===== config.mk =====
export PLATFORM = sky130hd
export DESIGN_NAME = dspdp_core
export DESIGN_NICKNAME = d
export VERILOG_FILES = /design/src/verilog/dspdp_pkg.sv /design/src/verilog/dspdp_core.sv /design/src/verilog/dspdp_pointer_unit.sv /design/src/verilog/dspdp_multiplier_unit.sv
export VERILOG_INCLUDE_DIRS = /design/src /design/src/verilog
export SDC_FILE = /design/constraint.sdc
export NUM_CORES = 2
export LEC_CHECK = 0
export BUFFER_PORTS_ARGS = -buffer_cell sky130_fd_sc_hd__clkbuf_2
export CORE_MARGIN = 2
export CORE_UTILIZATION = 31
export CTS_CLUSTER_SIZE = 25
export DETAILED_ROUTE_END_ITERATION = 7
export SYNTH_ARGS = -nofsm -noshare
export SYNTH_HDL_FRONTEND = slang
export SYNTH_SLANG_ARGS = --single-unit

===== constraint.sdc =====
create_clock -name clk -period 7.63 [get_ports clk]
set_input_delay 1.1445 -clock clk [delete_from_list [all_inputs] [get_ports clk]]
set_output_delay 1.1445 -clock clk [all_outputs]
set_load 0.02 [all_outputs]

===== src/verilog/dspdp_cfg.svh =====
// Constants for the arithmetic datapath: field positions, reset values, shift modes.
// Assumes inclusion by bare name from datapath files.
`ifndef DSPDP_CFG_SVH
`define DSPDP_CFG_SVH
`define DSPDP_ACC_RESET 32'h0000_0000
`define DSPDP_PTR_RESET 16'h0000
`define DSPDP_MCAND_RESET 16'h0000
`define DSPDP_PROD_RESET 32'h0000_0000
`define DSPDP_PM_NONE 2'h0
`define DSPDP_PM_LEFT1 2'h1
`define DSPDP_PM_LEFT4 2'h2
`define DSPDP_PM_RIGHT6 2'h3
`define DSPDP_ST1_CARRY_BIT 9
`define DSPDP_ST1_PM_LO 0
`define DSPDP_ISHIFT_MAX 5'h10
`define DSPDP_DYN_SHIFT_BITS 4
`endif


===== src/verilog/dspdp_pkg.sv =====
// Types shared by the arithmetic datapath files.
// Assumes the configuration header sits beside it.
package dspdp_pkg;
  typedef enum logic [3:0] {
    DSPDP_OP_PASS = 4'h0,
    DSPDP_OP_ADD = 4'h1,
    DSPDP_OP_SUB = 4'h2,
    DSPDP_OP_ADDC = 4'h3,
    DSPDP_OP_SUBB = 4'h4,
    DSPDP_OP_AND = 4'h5,
    DSPDP_OP_OR = 4'h6,
    DSPDP_OP_XOR = 4'h7,
    DSPDP_OP_LOAD = 4'h8
  } dspdp_alu_op_t;

  typedef enum logic [2:0] {
    DSPDP_SH_NONE = 3'h0,
    DSPDP_SH_SFL = 3'h1,
    DSPDP_SH_SFR = 3'h2,
    DSPDP_SH_ROL = 3'h3,
    DSPDP_SH_ROR = 3'h4
  } dspdp_acc_sh_t;

  typedef enum logic [2:0] {
    DSPDP_PU_NONE = 3'h0,
    DSPDP_PU_INC = 3'h1,
    DSPDP_PU_DEC = 3'h2,
    DSPDP_PU_ADD0 = 3'h3,
    DSPDP_PU_SUB0 = 3'h4,
    DSPDP_PU_LOAD = 3'h5
  } dspdp_ptr_op_t;

  typedef struct packed {
    logic acc_en;
    dspdp_alu_op_t alu_op;
    logic b_from_product;
    logic ishift_dynamic;
    logic [4:0] ishift_count;
    dspdp_acc_sh_t acc_shift;
  } dspdp_alu_ctl_t;

  typedef struct packed {
    logic ptr_en;
    dspdp_ptr_op_t ptr_op;
    logic [2:0] ptr_sel_wr;
    logic ptr_sel_en;
    logic [2:0] ptr_sel_new;
  } dspdp_ptr_ctl_t;

  typedef struct packed {
    logic zero;
    logic neg;
    logic carry;
    logic ovf;
    logic cmp_eq;
    logic cmp_lt;
    logic bit_tst;
  } dspdp_status_t;
endpackage


===== src/verilog/dspdp_core.sv =====
// Arithmetic datapath of a 16-bit fixed-point processor core.
// Assumes a decoder on the same clock drives the control inputs each cycle.
//
// Added by the designer: the plain strobed port and the register offsets.
`timescale 1ns/1ps
`include "dspdp_cfg.svh"
module dspdp_core #(
  parameter int NPTR = 8
) (
  input wire logic clk,
  input wire logic rst_n,
  input dspdp_pkg::dspdp_alu_ctl_t alu_ctl,
  input dspdp_pkg::dspdp_ptr_ctl_t ptr_ctl,
  input wire logic [15:0] data_read_bus,
  input wire logic ishift_sign_ext,
  input wire logic mcand_en,
  input wire logic mul_en,
  input wire logic mul_signed,
  input wire logic prod_load_en,
  input wire logic st1_wr_en,
  input wire logic [15:0] st1_wr_data,
  input wire logic carry_set_en,
  input wire logic carry_set_value,
  input wire logic out_high_half,
  input wire logic [2:0] out_shift,
  input wire logic [3:0] bit_test_pos,
  input wire logic bit_test_dynamic,
  input wire logic ptr_from_bus,
  output logic [31:0] result_register,
  output logic [15:0] data_write_bus,
  output logic [31:0] product_shifter_out,
  output logic [15:0] status_word_one,
  output logic [15:0] pointer_addr,
  output logic [2:0] pointer_select,
  output logic [15:0] multiplicand_holding,
  output dspdp_pkg::dspdp_status_t status
);
  import dspdp_pkg::*;

  // ----------------------------------------
  // Internal signals
  // ----------------------------------------
  logic [31:0] input_shifter;
  logic [31:0] product_holding;
  logic [31:0] product_shifter;
  logic [31:0] opnd_a;
  logic [31:0] opnd_b;
  logic [32:0] next_sum;
  logic [31:0] next_acc;
  logic next_carry;
  logic next_ovf;
  logic [4:0] ishift;
  logic [31:0] ishift_src;
  logic [31:0] oshift;
  logic [31:0] alu_res;
  logic alu_carry;
  logic alu_ovf;
  logic carry;
  logic [1:0] product_shift_sel;
  logic ptr_eq;
  logic ptr_lt;
  logic [15:0] bit_vec;
  logic [3:0] bit_pos;
  logic [15:0] next_st1;
  logic [15:0] next_dwb;
  logic [31:0] next_pso;
  dspdp_status_t next_status;

  assign carry = status_word_one[`DSPDP_ST1_CARRY_BIT];
  assign product_shift_sel = status_word_one[`DSPDP_ST1_PM_LO +: 2];

  // Saturating clamp so counts above 16 cannot wrap the shift
  function automatic logic [4:0] clamp_shift(input logic [4:0] n);
    clamp_shift = (n > `DSPDP_ISHIFT_MAX) ? `DSPDP_ISHIFT_MAX : n;
  endfunction

  // ----------------------------------------
  // Input shifter
  // ----------------------------------------
  always_comb begin
    if (alu_ctl.ishift_dynamic) begin
      ishift = {1'b0, multiplicand_holding[`DSPDP_DYN_SHIFT_BITS-1:0]};
    end else begin
      ishift = clamp_shift(alu_ctl.ishift_count);
    end
    if (ishift_sign_ext) begin
      ishift_src = {{16{data_read_bus[15]}}, data_read_bus};
    end else begin
      ishift_src = {16'h0000, data_read_bus};
    end
    input_shifter = ishift_src << ishift;
  end

  // ----------------------------------------
  // Operand selection
  // ----------------------------------------
  assign opnd_a = result_register;
  assign opnd_b = alu_ctl.b_from_product ? product_shifter : input_shifter;

  // ----------------------------------------
  // Main arithmetic unit
  // ----------------------------------------
  always_comb begin
    next_sum = 33'h0_0000_0000;
    alu_res = opnd_a;
    alu_carry = carry;
    alu_ovf = 1'b0;
    unique case (alu_ctl.alu_op)
      DSPDP_OP_ADD, DSPDP_OP_ADDC: begin
        next_sum = {1'b0, opnd_a} + {1'b0, opnd_b} +
          {32'h0000_0000, (alu_ctl.alu_op == DSPDP_OP_ADDC) & carry};
        alu_res = next_sum[31:0];
        alu_carry = next_sum[32];
        alu_ovf = (opnd_a[31] == opnd_b[31]) && (alu_res[31] != opnd_a[31]);
      end
      DSPDP_OP_SUB, DSPDP_OP_SUBB: begin
        next_sum = {1'b0, opnd_a} + {1'b0, ~opnd_b} +
          {32'h0000_0000, (alu_ctl.alu_op == DSPDP_OP_SUB) | carry};
        alu_res = next_sum[31:0];
        alu_carry = next_sum[32];
        alu_ovf = (opnd_a[31] != opnd_b[31]) && (alu_res[31] != opnd_a[31]);
      end
      DSPDP_OP_AND: alu_res = opnd_a & opnd_b;
      DSPDP_OP_OR: alu_res = opnd_a | opnd_b;
      DSPDP_OP_XOR: alu_res = opnd_a ^ opnd_b;
      DSPDP_OP_LOAD: alu_res = opnd_b;
      default: alu_res = opnd_a;
    endcase
  end

  // ----------------------------------------
  // Result register shifts and rotates
  // ----------------------------------------
  always_comb begin
    next_acc = alu_res;
    next_carry = alu_carry;
    next_ovf = alu_ovf;
    unique case (alu_ctl.acc_shift)
      DSPDP_SH_SFL: begin
        next_acc = {alu_res[30:0], 1'b0};
        next_carry = alu_res[31];
      end
      DSPDP_SH_SFR: begin
        next_acc = {alu_res[31], alu_res[31:1]};
        next_carry = alu_res[0];
      end
      DSPDP_SH_ROL: begin
        next_acc = {alu_res[30:0], carry};
        next_carry = alu_res[31];
      end
      DSPDP_SH_ROR: begin
        next_acc = {carry, alu_res[31:1]};
        next_carry = alu_res[0];
      end
      default: next_acc = alu_res;
    endcase
  end

  always_ff @(posedge clk) begin
    if (!rst_n) begin
      result_register <= `DSPDP_ACC_RESET;
    end else if (alu_ctl.acc_en) begin
      result_register <= next_acc;
    end
  end

  // ----------------------------------------
  // Status word one
  // ----------------------------------------
  always_comb begin
    next_st1 = status_word_one;
    if (st1_wr_en) begin
      next_st1 = st1_wr_data;
    end
    if (carry_set_en) begin
      next_st1[`DSPDP_ST1_CARRY_BIT] = carry_set_value;
    end
    if (alu_ctl.acc_en) begin
      next_st1[`DSPDP_ST1_CARRY_BIT] = next_carry;
    end
  end

  always_ff @(posedge clk) begin
    if (!rst_n) begin
      status_word_one <= 16'h0000;
    end else begin
      status_word_one <= next_st1;
    end
  end

  // ----------------------------------------
  // Multiplicand register
  // ----------------------------------------
  always_ff @(posedge clk) begin
    if (!rst_n) begin
      multiplicand_holding <= `DSPDP_MCAND_RESET;
    end else if (mcand_en) begin
      multiplicand_holding <= data_read_bus;
    end
  end

  dspdp_multiplier_unit u_mul (
    .clk(clk),
    .rst_n(rst_n),
    .mul_en(mul_en),
    .mul_signed(mul_signed),
    .multiplicand_holding(multiplicand_holding),
    .mul_operand(data_read_bus),
    .prod_load_en(prod_load_en),
    .prod_load_value({data_read_bus, data_read_bus}),
    .product_shift_sel(product_shift_sel),
    .product_holding(product_holding),
    .product_shifter(product_shifter)
  );

  dspdp_pointer_unit #(
    .NPTR(NPTR)
  ) u_ptr (
    .clk(clk),
    .rst_n(rst_n),
    .ctl(ptr_ctl),
    .load_value(ptr_from_bus ? data_read_bus : result_register[15:0]),
    .pointer_addr(pointer_addr),
    .pointer_select(pointer_select),
    .cmp_eq(ptr_eq),
    .cmp_lt(ptr_lt)
  );

  // ----------------------------------------
  // Output shifter and bit test
  // ----------------------------------------
  assign oshift = result_register << out_shift;
  assign bit_vec = data_read_bus;
  assign bit_pos = bit_test_dynamic ? multiplicand_holding[3:0] : bit_test_pos;

  always_comb begin
    next_dwb = out_high_half ? oshift[31:16] : oshift[15:0];
    next_pso = product_shifter;
    next_status.zero = (next_acc == 32'h0000_0000);
    next_status.neg = next_acc[31];
    next_status.carry = next_carry;
    next_status.ovf = next_ovf;
    next_status.cmp_eq = ptr_eq;
    next_status.cmp_lt = ptr_lt;
    next_status.bit_tst = bit_vec[4'hF - bit_pos];
  end

  always_ff @(posedge clk) begin
    if (!rst_n) begin
      data_write_bus <= 16'h0000;
      product_shifter_out <= 32'h0000_0000;
      status <= '0;
    end else begin
      data_write_bus <= next_dwb;
      product_shifter_out <= next_pso;
      status <= next_status;
    end
  end
endmodule


===== src/verilog/dspdp_pointer_unit.sv =====
// Pointer registers with their unsigned address arithmetic unit.
// Assumes the controller issues at most one pointer update per cycle.
`timescale 1ns/1ps
`include "dspdp_cfg.svh"
module dspdp_pointer_unit #(
  parameter int NPTR = 8
) (
  input wire logic clk,
  input wire logic rst_n,
  input dspdp_pkg::dspdp_ptr_ctl_t ctl,
  input wire logic [15:0] load_value,
  output logic [15:0] pointer_addr,
  output logic [2:0] pointer_select,
  output logic cmp_eq,
  output logic cmp_lt
);
  import dspdp_pkg::*;

  logic [15:0] ptr [NPTR];
  logic [15:0] pointer_zero_index;
  logic [15:0] cur;
  logic [15:0] next_ptr;
  logic [2:0] next_sel;
  logic [15:0] next_addr;

  assign pointer_zero_index = ptr[0];
  assign cur = ptr[ctl.ptr_sel_wr];

  // ----------------------------------------
  // Pointer arithmetic unit
  // ----------------------------------------
  always_comb begin
    unique case (ctl.ptr_op)
      DSPDP_PU_INC: next_ptr = cur + 16'h0001;
      DSPDP_PU_DEC: next_ptr = cur - 16'h0001;
      DSPDP_PU_ADD0: next_ptr = cur + pointer_zero_index;
      DSPDP_PU_SUB0: next_ptr = cur - pointer_zero_index;
      DSPDP_PU_LOAD: next_ptr = load_value;
      default: next_ptr = cur;
    endcase
  end

  genvar g;
  generate
    for (g = 0; g < NPTR; g++) begin : g_ptr
      always_ff @(posedge clk) begin
        if (!rst_n) begin
          ptr[g] <= `DSPDP_PTR_RESET;
        end else if (ctl.ptr_en && ctl.ptr_sel_wr == 3'(g)) begin
          ptr[g] <= next_ptr;
        end
      end
    end
  endgenerate

  always_ff @(posedge clk) begin
    if (!rst_n) begin
      pointer_select <= 3'h0;
    end else if (ctl.ptr_sel_en) begin
      pointer_select <= ctl.ptr_sel_new;
    end
  end

  // Address register follows the pointer that is active after this edge
  always_comb begin
    next_sel = ctl.ptr_sel_en ? ctl.ptr_sel_new : pointer_select;
    next_addr = ptr[next_sel];
    if (ctl.ptr_en && ctl.ptr_sel_wr == next_sel) begin
      next_addr = next_ptr;
    end
  end

  always_ff @(posedge clk) begin
    if (!rst_n) begin
      pointer_addr <= `DSPDP_PTR_RESET;
    end else begin
      pointer_addr <= next_addr;
    end
  end

  assign cmp_eq = (ptr[pointer_select] == pointer_zero_index);
  assign cmp_lt = (ptr[pointer_select] < pointer_zero_index);
endmodule


===== src/verilog/dspdp_multiplier_unit.sv =====
// 16 by 16 multiplier, product holding register and product shifter.
// Assumes the multiplicand register is held by the parent.
`timescale 1ns/1ps
`include "dspdp_cfg.svh"
module dspdp_multiplier_unit (
  input wire logic clk,
  input wire logic rst_n,
  input wire logic mul_en,
  input wire logic mul_signed,
  input wire logic [15:0] multiplicand_holding,
  input wire logic [15:0] mul_operand,
  input wire logic prod_load_en,
  input wire logic [31:0] prod_load_value,
  input wire logic [1:0] product_shift_sel,
  output logic [31:0] product_holding,
  output logic [31:0] product_shifter
);
  import dspdp_pkg::*;

  logic [31:0] product;

  // ----------------------------------------
  // Multiply
  // ----------------------------------------
  always_comb begin
    if (mul_signed) begin
      product = 32'($signed(multiplicand_holding) * $signed(mul_operand));
    end else begin
      product = 32'(multiplicand_holding * mul_operand);
    end
  end

  always_ff @(posedge clk) begin
    if (!rst_n) begin
      product_holding <= `DSPDP_PROD_RESET;
    end else if (mul_en) begin
      product_holding <= product;
    end else if (prod_load_en) begin
      product_holding <= prod_load_value;
    end
  end

  // ----------------------------------------
  // Product shifter
  // ----------------------------------------
  always_comb begin
    unique case (product_shift_sel)
      `DSPDP_PM_LEFT1: product_shifter = {product_holding[30:0], 1'b0};
      `DSPDP_PM_LEFT4: product_shifter = {product_holding[27:0], 4'h0};
      `DSPDP_PM_RIGHT6: product_shifter = 32'($signed(product_holding) >>> 6);
      `DSPDP_PM_NONE: product_shifter = product_holding;
    endcase
  end
endmodule


-- Word-level counts from Yosys, hierarchy flattened
Memories as Yosys holds them, arrays and structs flattened. A register that Yosys moved wholly into a read port is not among the register bits.
Cells that the tools add are included.
- word-level logic and storage cells: 158
- output and inout bits: 138
- bits in registers: 170
- input bits: 78
- memories: 1
- bits in writable memories: 128
- memories (memory ; words ; width ; read ports ; clocked after Yosys merged registers in ; wr ports ; RTL line ; RTL):
    u_ptr.ptr ; 8 ; 16 ; 4 ; 1 ; 8 ; dspdp_pointer_unit.sv:19 ; logic [15:0] ptr [NPTR];
- shift-type cells: 2
- add/sub/neg operators: 9
- order comparisons: 3
- bitwise gates (word level): 14
- multiplexer cells: 58
- equality and inequality tests: 33
- reductions and logical operators: 20
- multipliers: 2
- operators with widths (cell ; number):
    $pmux 32 s4 ; 2
    $pmux 32 s6 ; 1
    $mux 16 ; 11
    $mux 32 ; 5
    $pmux 16 s5 ; 1
    $add 32x32->33 ; 2
    $add 33x1->33 ; 2
    $mul 16x16->32 ; 2
    $and 32x32->32 ; 1
    $logic_not 32->1 ; 1
    $not 32->32 ; 1
    $or 32x32->32 ; 1
    $shl 32x3->32 ; 1
    $shl 32x5->32 ; 1
    $xor 32x32->32 ; 1
    $mux 1 ; 28
    $eq 3x3->1 const B ; 7
    $eq 3x2->1 const B ; 6
    $add 16x1->16 const B ; 1
    $add 16x16->16 ; 1
    $eq 16x16->1 ; 1
    $eq 4x3->1 const B ; 4
    $lt 16x16->1 ; 1
    $sub 16x1->16 const B ; 1
    other kinds (27) ; 58

-- Depth between registers and ports, before layout
- word-level depth: 11
- mapped depth: 29
- mapped depth without buffers: 27

-- Cells and area by module
Synthesis repeated with hierarchy kept, for this count alone.
- cells, all modules: 4721
- area total of the unflattened synthesis: 41469.8 µm²
- by module, submodules not included (module ; area each (µm²) ; cells each ; instances ; seq. area each (µm²)):
    dspdp_multiplier_unit ; 16829.9 ; 1845 ; 1 ; 640.6
    dspdp_core ; 14386.3 ; 1968 ; 1 ; 2382.3
    dspdp_pointer_unit ; 10253.6 ; 908 ; 1 ; 4224.1

-- Worst setup path before layout
No wires, ideal clock.
- kind: input port to flip-flop
- from: in data_read_bus[1]
- to: reg u_mul.product_holding[29]
- setup slack: 0.247 ns
- required time: 7.535 ns
- arrival time: 7.287 ns
- cell stages on the path: 24
- path buffers: 2
- library setup time: 0.095 ns
- cells stage by stage: clkbuf_1 -> clkbuf_1 -> nand2_1 -> inv_1 -> fa_1 -> inv_1 -> fa_1 -> fa_1 -> fa_1 -> fa_1 -> inv_1 -> fa_1 -> ha_1 -> a21o_1 -> a21o_1 -> a21o_1 -> a21oi_1 -> o211ai_1 -> a311o_1 -> a21o_1 -> a21oi_1 -> xnor2_1 -> a21boi_0 -> a221oi_1
- longest elaborated chain between the ends: 3
- elaborated cells on any way between the ends: 4
- those cells by class: mul: 2; mux: 2
- ends and longest elaborated chain (what ; RTL line ; RTL):
    start, declared ; dspdp_core.sv:14 ; input wire logic [15:0] data_read_bus,
    $mul 16x16->32 (on tied branches) ; dspdp_multiplier_unit.sv:29, dspdp_multiplier_unit.sv:27 ;
    $mux 32 * ; dspdp_multiplier_unit.sv:26 ; if (mul_signed) begin
    $mux 32 * ; dspdp_multiplier_unit.sv:36 ; end else if (mul_en) begin
    end signal, assigned ; dspdp_multiplier_unit.sv:35 ; product_holding <= `DSPDP_PROD_RESET;
    end signal, assigned ; dspdp_multiplier_unit.sv:37 ; product_holding <= product;
    end signal, assigned ; dspdp_multiplier_unit.sv:39 ; product_holding <= prod_load_value;
    end, declared ; dspdp_multiplier_unit.sv:15 ; output logic [31:0] product_holding,
Mark *: on every way between the ends. The rest lies on a longest branch, timed or not.
A chain may end at the register's enable or synchronous reset.

-- Final worst setup path
- from: reg multiplicand_holding[1]
- to: reg status[6] (netlist name)
- longest elaborated chain between the ends: 9
- elaborated cells on any way between the ends: 14
- those cells by class: add/sub: 4; shift: 1; mux: 4; bitwise: 4; reduce/logical: 1
- ends and longest elaborated chain (what ; RTL line ; RTL):
    start, declared ; dspdp_core.sv:35 ; output logic [15:0] multiplicand_holding,
    start signal, assigned ; dspdp_core.sv:196 ; multiplicand_holding <= `DSPDP_MCAND_RESET;
    start signal, assigned ; dspdp_core.sv:198 ; multiplicand_holding <= data_read_bus;
    $mux 5 * ; dspdp_core.sv:81 ; if (alu_ctl.ishift_dynamic) begin
    $shl 32x5->32 * ; dspdp_core.sv:91 ; input_shifter = ishift_src << ishift;
    $mux 32 * ; dspdp_core.sv:98 ; assign opnd_b = alu_ctl.b_from_product ? product_shifter : input_shifter;
    $not 32->32 ; dspdp_core.sv:117 ; next_sum = {1'b0, opnd_a} + {1'b0, ~opnd_b} +
    $add 32x32->33 ; dspdp_core.sv:117 ;
    $add 33x1->33 ; dspdp_core.sv:117 ;
    $pmux 32 s6 * ; dspdp_core.sv:108 ; unique case (alu_ctl.alu_op)
    $pmux 32 s4 * ; dspdp_core.sv:138 ; unique case (alu_ctl.acc_shift)
    $logic_not 32->1 * ; dspdp_core.sv:239 ; next_status.zero = (next_acc == 32'h0000_0000);
    end signal, assigned ; dspdp_core.sv:256 ; status <= next_status;
    end, declared ; dspdp_core.sv:36 ; output dspdp_pkg::dspdp_status_t status
Marked as above.

==> results.ini <==
[status]
status = finished, final reports clean

[sta]
tns_ns = 0
tightest_slew_ns = 1.17
fin_skew_ns = 0.0435
finalMaxSlewViolations = 0
fin_crit_sh = 0.937
fin_crit_ns = 7.15
maxSlewHeadroom = 0.217
grt_setup_unrepaired = false
hold_viol = 0
finalSetupViolCount = 0
fmax_ghz = 0.140

[clocking]
clk_pin_slew_ns = 0.06
ctsHoldBuffers = 0
cts.sinks = 298
clk_path_buf_depth = 3
worstSkewPairLatency_ns = 0.63
cts_buffers = 39
cts_tree = yes
htreeDepth = 2
cts_root_buf = clkbuf_16

[logic_synthesis]
yosys-top-cells-area = fa_1 19%, edfxtp_1 9.6%, ha_1 8.9%
synth-xor-area-share = 0.0197
synth_area_mm2 = 0.0400
async_flop_share = 0
ys_warn_count = 0
ys.flop_type = dfxtp_1
netlist.area_leader.share = 0.186
synth_top_family_by_area = adder cells
synth_cell_types = 99
seq_area_frac_synth = 0.181
yosys.area_share.simple = 0.162
yosysTopAreaCell = fa_1
synth_seq_cells = 298
yosys-mux-area-fraction = 0.109
synthCells = 4665
syn-num-nets = 5397
synth_compound_area_frac = 0.169
synth_area_per_cell_um2 = 8.57
synthAdderAreaFrac = 0.274
synth_edf_count = 128

[global_routing]
grtUsageMet3 = 0.0437
use_met1 = 0.320
grt_max_degree = 81
grt_pass1_wl_mm = 232
met2_usage = 0.351
globalRoute.totalOverflow = 0
antenna_found_initial = 16
busiest_layer = met2
grt_pass1_vias = 36300
grtUsageTotal = 0.230

[route]
vias_per_cell = 5.61
detail-route-antenna-nets = 0
drtIter0Drc = 4120
drt-total-wl_mm = 154
drc = 0
vias = 37000
post_drt_wl_per_cell_um = 23.3
firstDrtPassIters = 8

[critical_path]
r2r-start = multiplicand_holding[1]
worstSetupEndpointType = flop
reg2reg_depth = 25
critical_path_class = flop to flop
cp.required_ns = 8.19
reg2reg_to = status[6]
rrSetupSlack_ns = 0.48
crit_fanout = 19
critPathArrivalTime_ns = 7.71
critPathLaunchType = flop

[floorplan]
pin_count = 216
die_w_um = 363
initial_core_util = 0.313
coreArea_mm2 = 0.128
fp.dieH_um = 363
die-area_mm2 = 0.132
row_count = 131

[finish]
ff_latch_area_mm2 = 0.00725
multi_input_area_mm2 = 0.0294
num-fill-cells = 13200
layout-drive-gt1-share = 0.160
syn_to_final_growth_pct = 14.0
final_common_cell = inv_1
final_cells = 6599
nets = 5634
final_cell_mix = 577 x inv_1, 497 x nand2_1, 430 x nor2_1, 371 x fa_1, 283 x ha_1

[placed_design]
dpl.hpwl_mm = 120
gp_congestion = 1.02
port_buffers = 215
placedCellCount = 6523

[worst_hold_path]
min_path_cells = 2
holdPathEnd = status_word_one[10]
min_path_type = flop to flop
hp-start = status_word_one[10]

[power]
ir_drop_mv = 0.183
pwr_density_cell_mw_per_mm2 = 238
p_leak_nw = 20.3

[run]
drv_cap = 0

cell usage after synthesis (46+ instances only):
library cell  instances
a21o_1               48
mux2i_1             139
clkbuf_1            242
nand3_1              84
a211oi_1             64
o21ai_0             225
nand2_1             498
nor3_1               46
xnor2_1              60
dfxtp_1             170
a21oi_1             250
mux4_2              100
and2_1              153
edfxtp_1            128
mux2_2               62
inv_1               577
fa_1                371
ha_1                283
nor2_1              431
final cells by class:
cell class	count	share of cell area
multi-input cells	3483	0.646
flip-flops and latches	298	0.159
repair buffers	498	0.0711
inverters	582	0.0480
well taps	1662	0.0456
clock buffers	54	0.0254
clock inverters	18	0.00420
diodes	4	0.000220
registers in the layout, indices dropped and copies added (netlist names):
register               flops
status                     7
multiplicand_holding      16
u_mul.product_holding     32
u_ptr.pointer_addr        16
product_shifter_out       32
u_ptr.pointer_select       3
u_ptr.ptr                128
result_register           32
status_word_one           16
data_write_bus            16
through the flow:
stage | hold slack [ns] | util | area [um^2] | setup WS, ns | power (mW)
CTS | 0.501 | 0.357 | 45500 | 0.576 | 10.8
global placement | 0.475 | 0.346 | 44200 | 0.0964 | 8.73
floorplan | 0.496 | - | 40000 | 0.247 | 6.56
finish | 0.498 | 0.357 | 45600 | 0.480 | 10.8
detailed placement | 0.487 | 0.346 | 44200 | 0.0439 | 8.78
global route | 0.512 | 0.357 | 45500 | 0.0485 | 11.7
power by group:
part / internal [mW] / leakage (nW) / switching [mW]
Sequential: 1.83 / 2.74 / 0.255
Clock: 1.15 / 0.675 / 0.824
Combinational: 2.85 / 16.9 / 3.93
cell families after synthesis:
group                      Yosys count
buffers and inverters              884
DFF                                298
and+or+nand+nor                   1419
adders and majority gates          654
xor gates and xnor gates            90
muxes                              302
AOI/OAI and AO/OA                 1018
worst max path at each step:
stage                                      endpoint  depth (start not counted)               startpoint
final                                     status[6]                         25  multiplicand_holding[1]
after global routing                      status[6]                         27  multiplicand_holding[1]
after CTS                 u_mul.product_holding[29]                         23  multiplicand_holding[0]
after detailed placement  u_mul.product_holding[29]                         22        data_read_bus[11]
after global placement    u_mul.product_holding[29]                         24         data_read_bus[6]
after floorplan           u_mul.product_holding[29]                         24         data_read_bus[1]
critical path, stage by stage (launching register included):
cell and delay (ns):
dfxtp_1 0.96, and2_0 0.42, nor2_1 0.19, buf_12 0.19, nor2_2 0.18, a2bb2oi_1 0.14, nand2_1 0.14, a21oi_1 0.08
o21ai_0 0.57, inv_1 0.17, ha_1 0.36, buf_4 0.19, a41oi_1 0.18, o21ai_0 0.14, a21o_1 0.23, o21ai_1 0.40
o221ai_1 0.31, o31ai_1 0.44, nor3_1 0.10, a211o_1 0.24, a221oi_1 0.33, a21oi_1 0.13, a211oi_1 0.40, buf_4 0.18
and4b_1 0.19, and4_1 0.18
metal layers:
metal,wire length (um),up-vias
li1,-,16500
met1,66600,18300
met2,66900,1786
met3,14100,340
met4,6380,22
met5,146,-
repair_timing:
item,in CTS,in global routing
gates resized for setup,0,1
setup endpoints to repair,0,2
buffers inserted,0,0
hold endpoints to repair,0,0
Power figures use the tool's default switching activity.
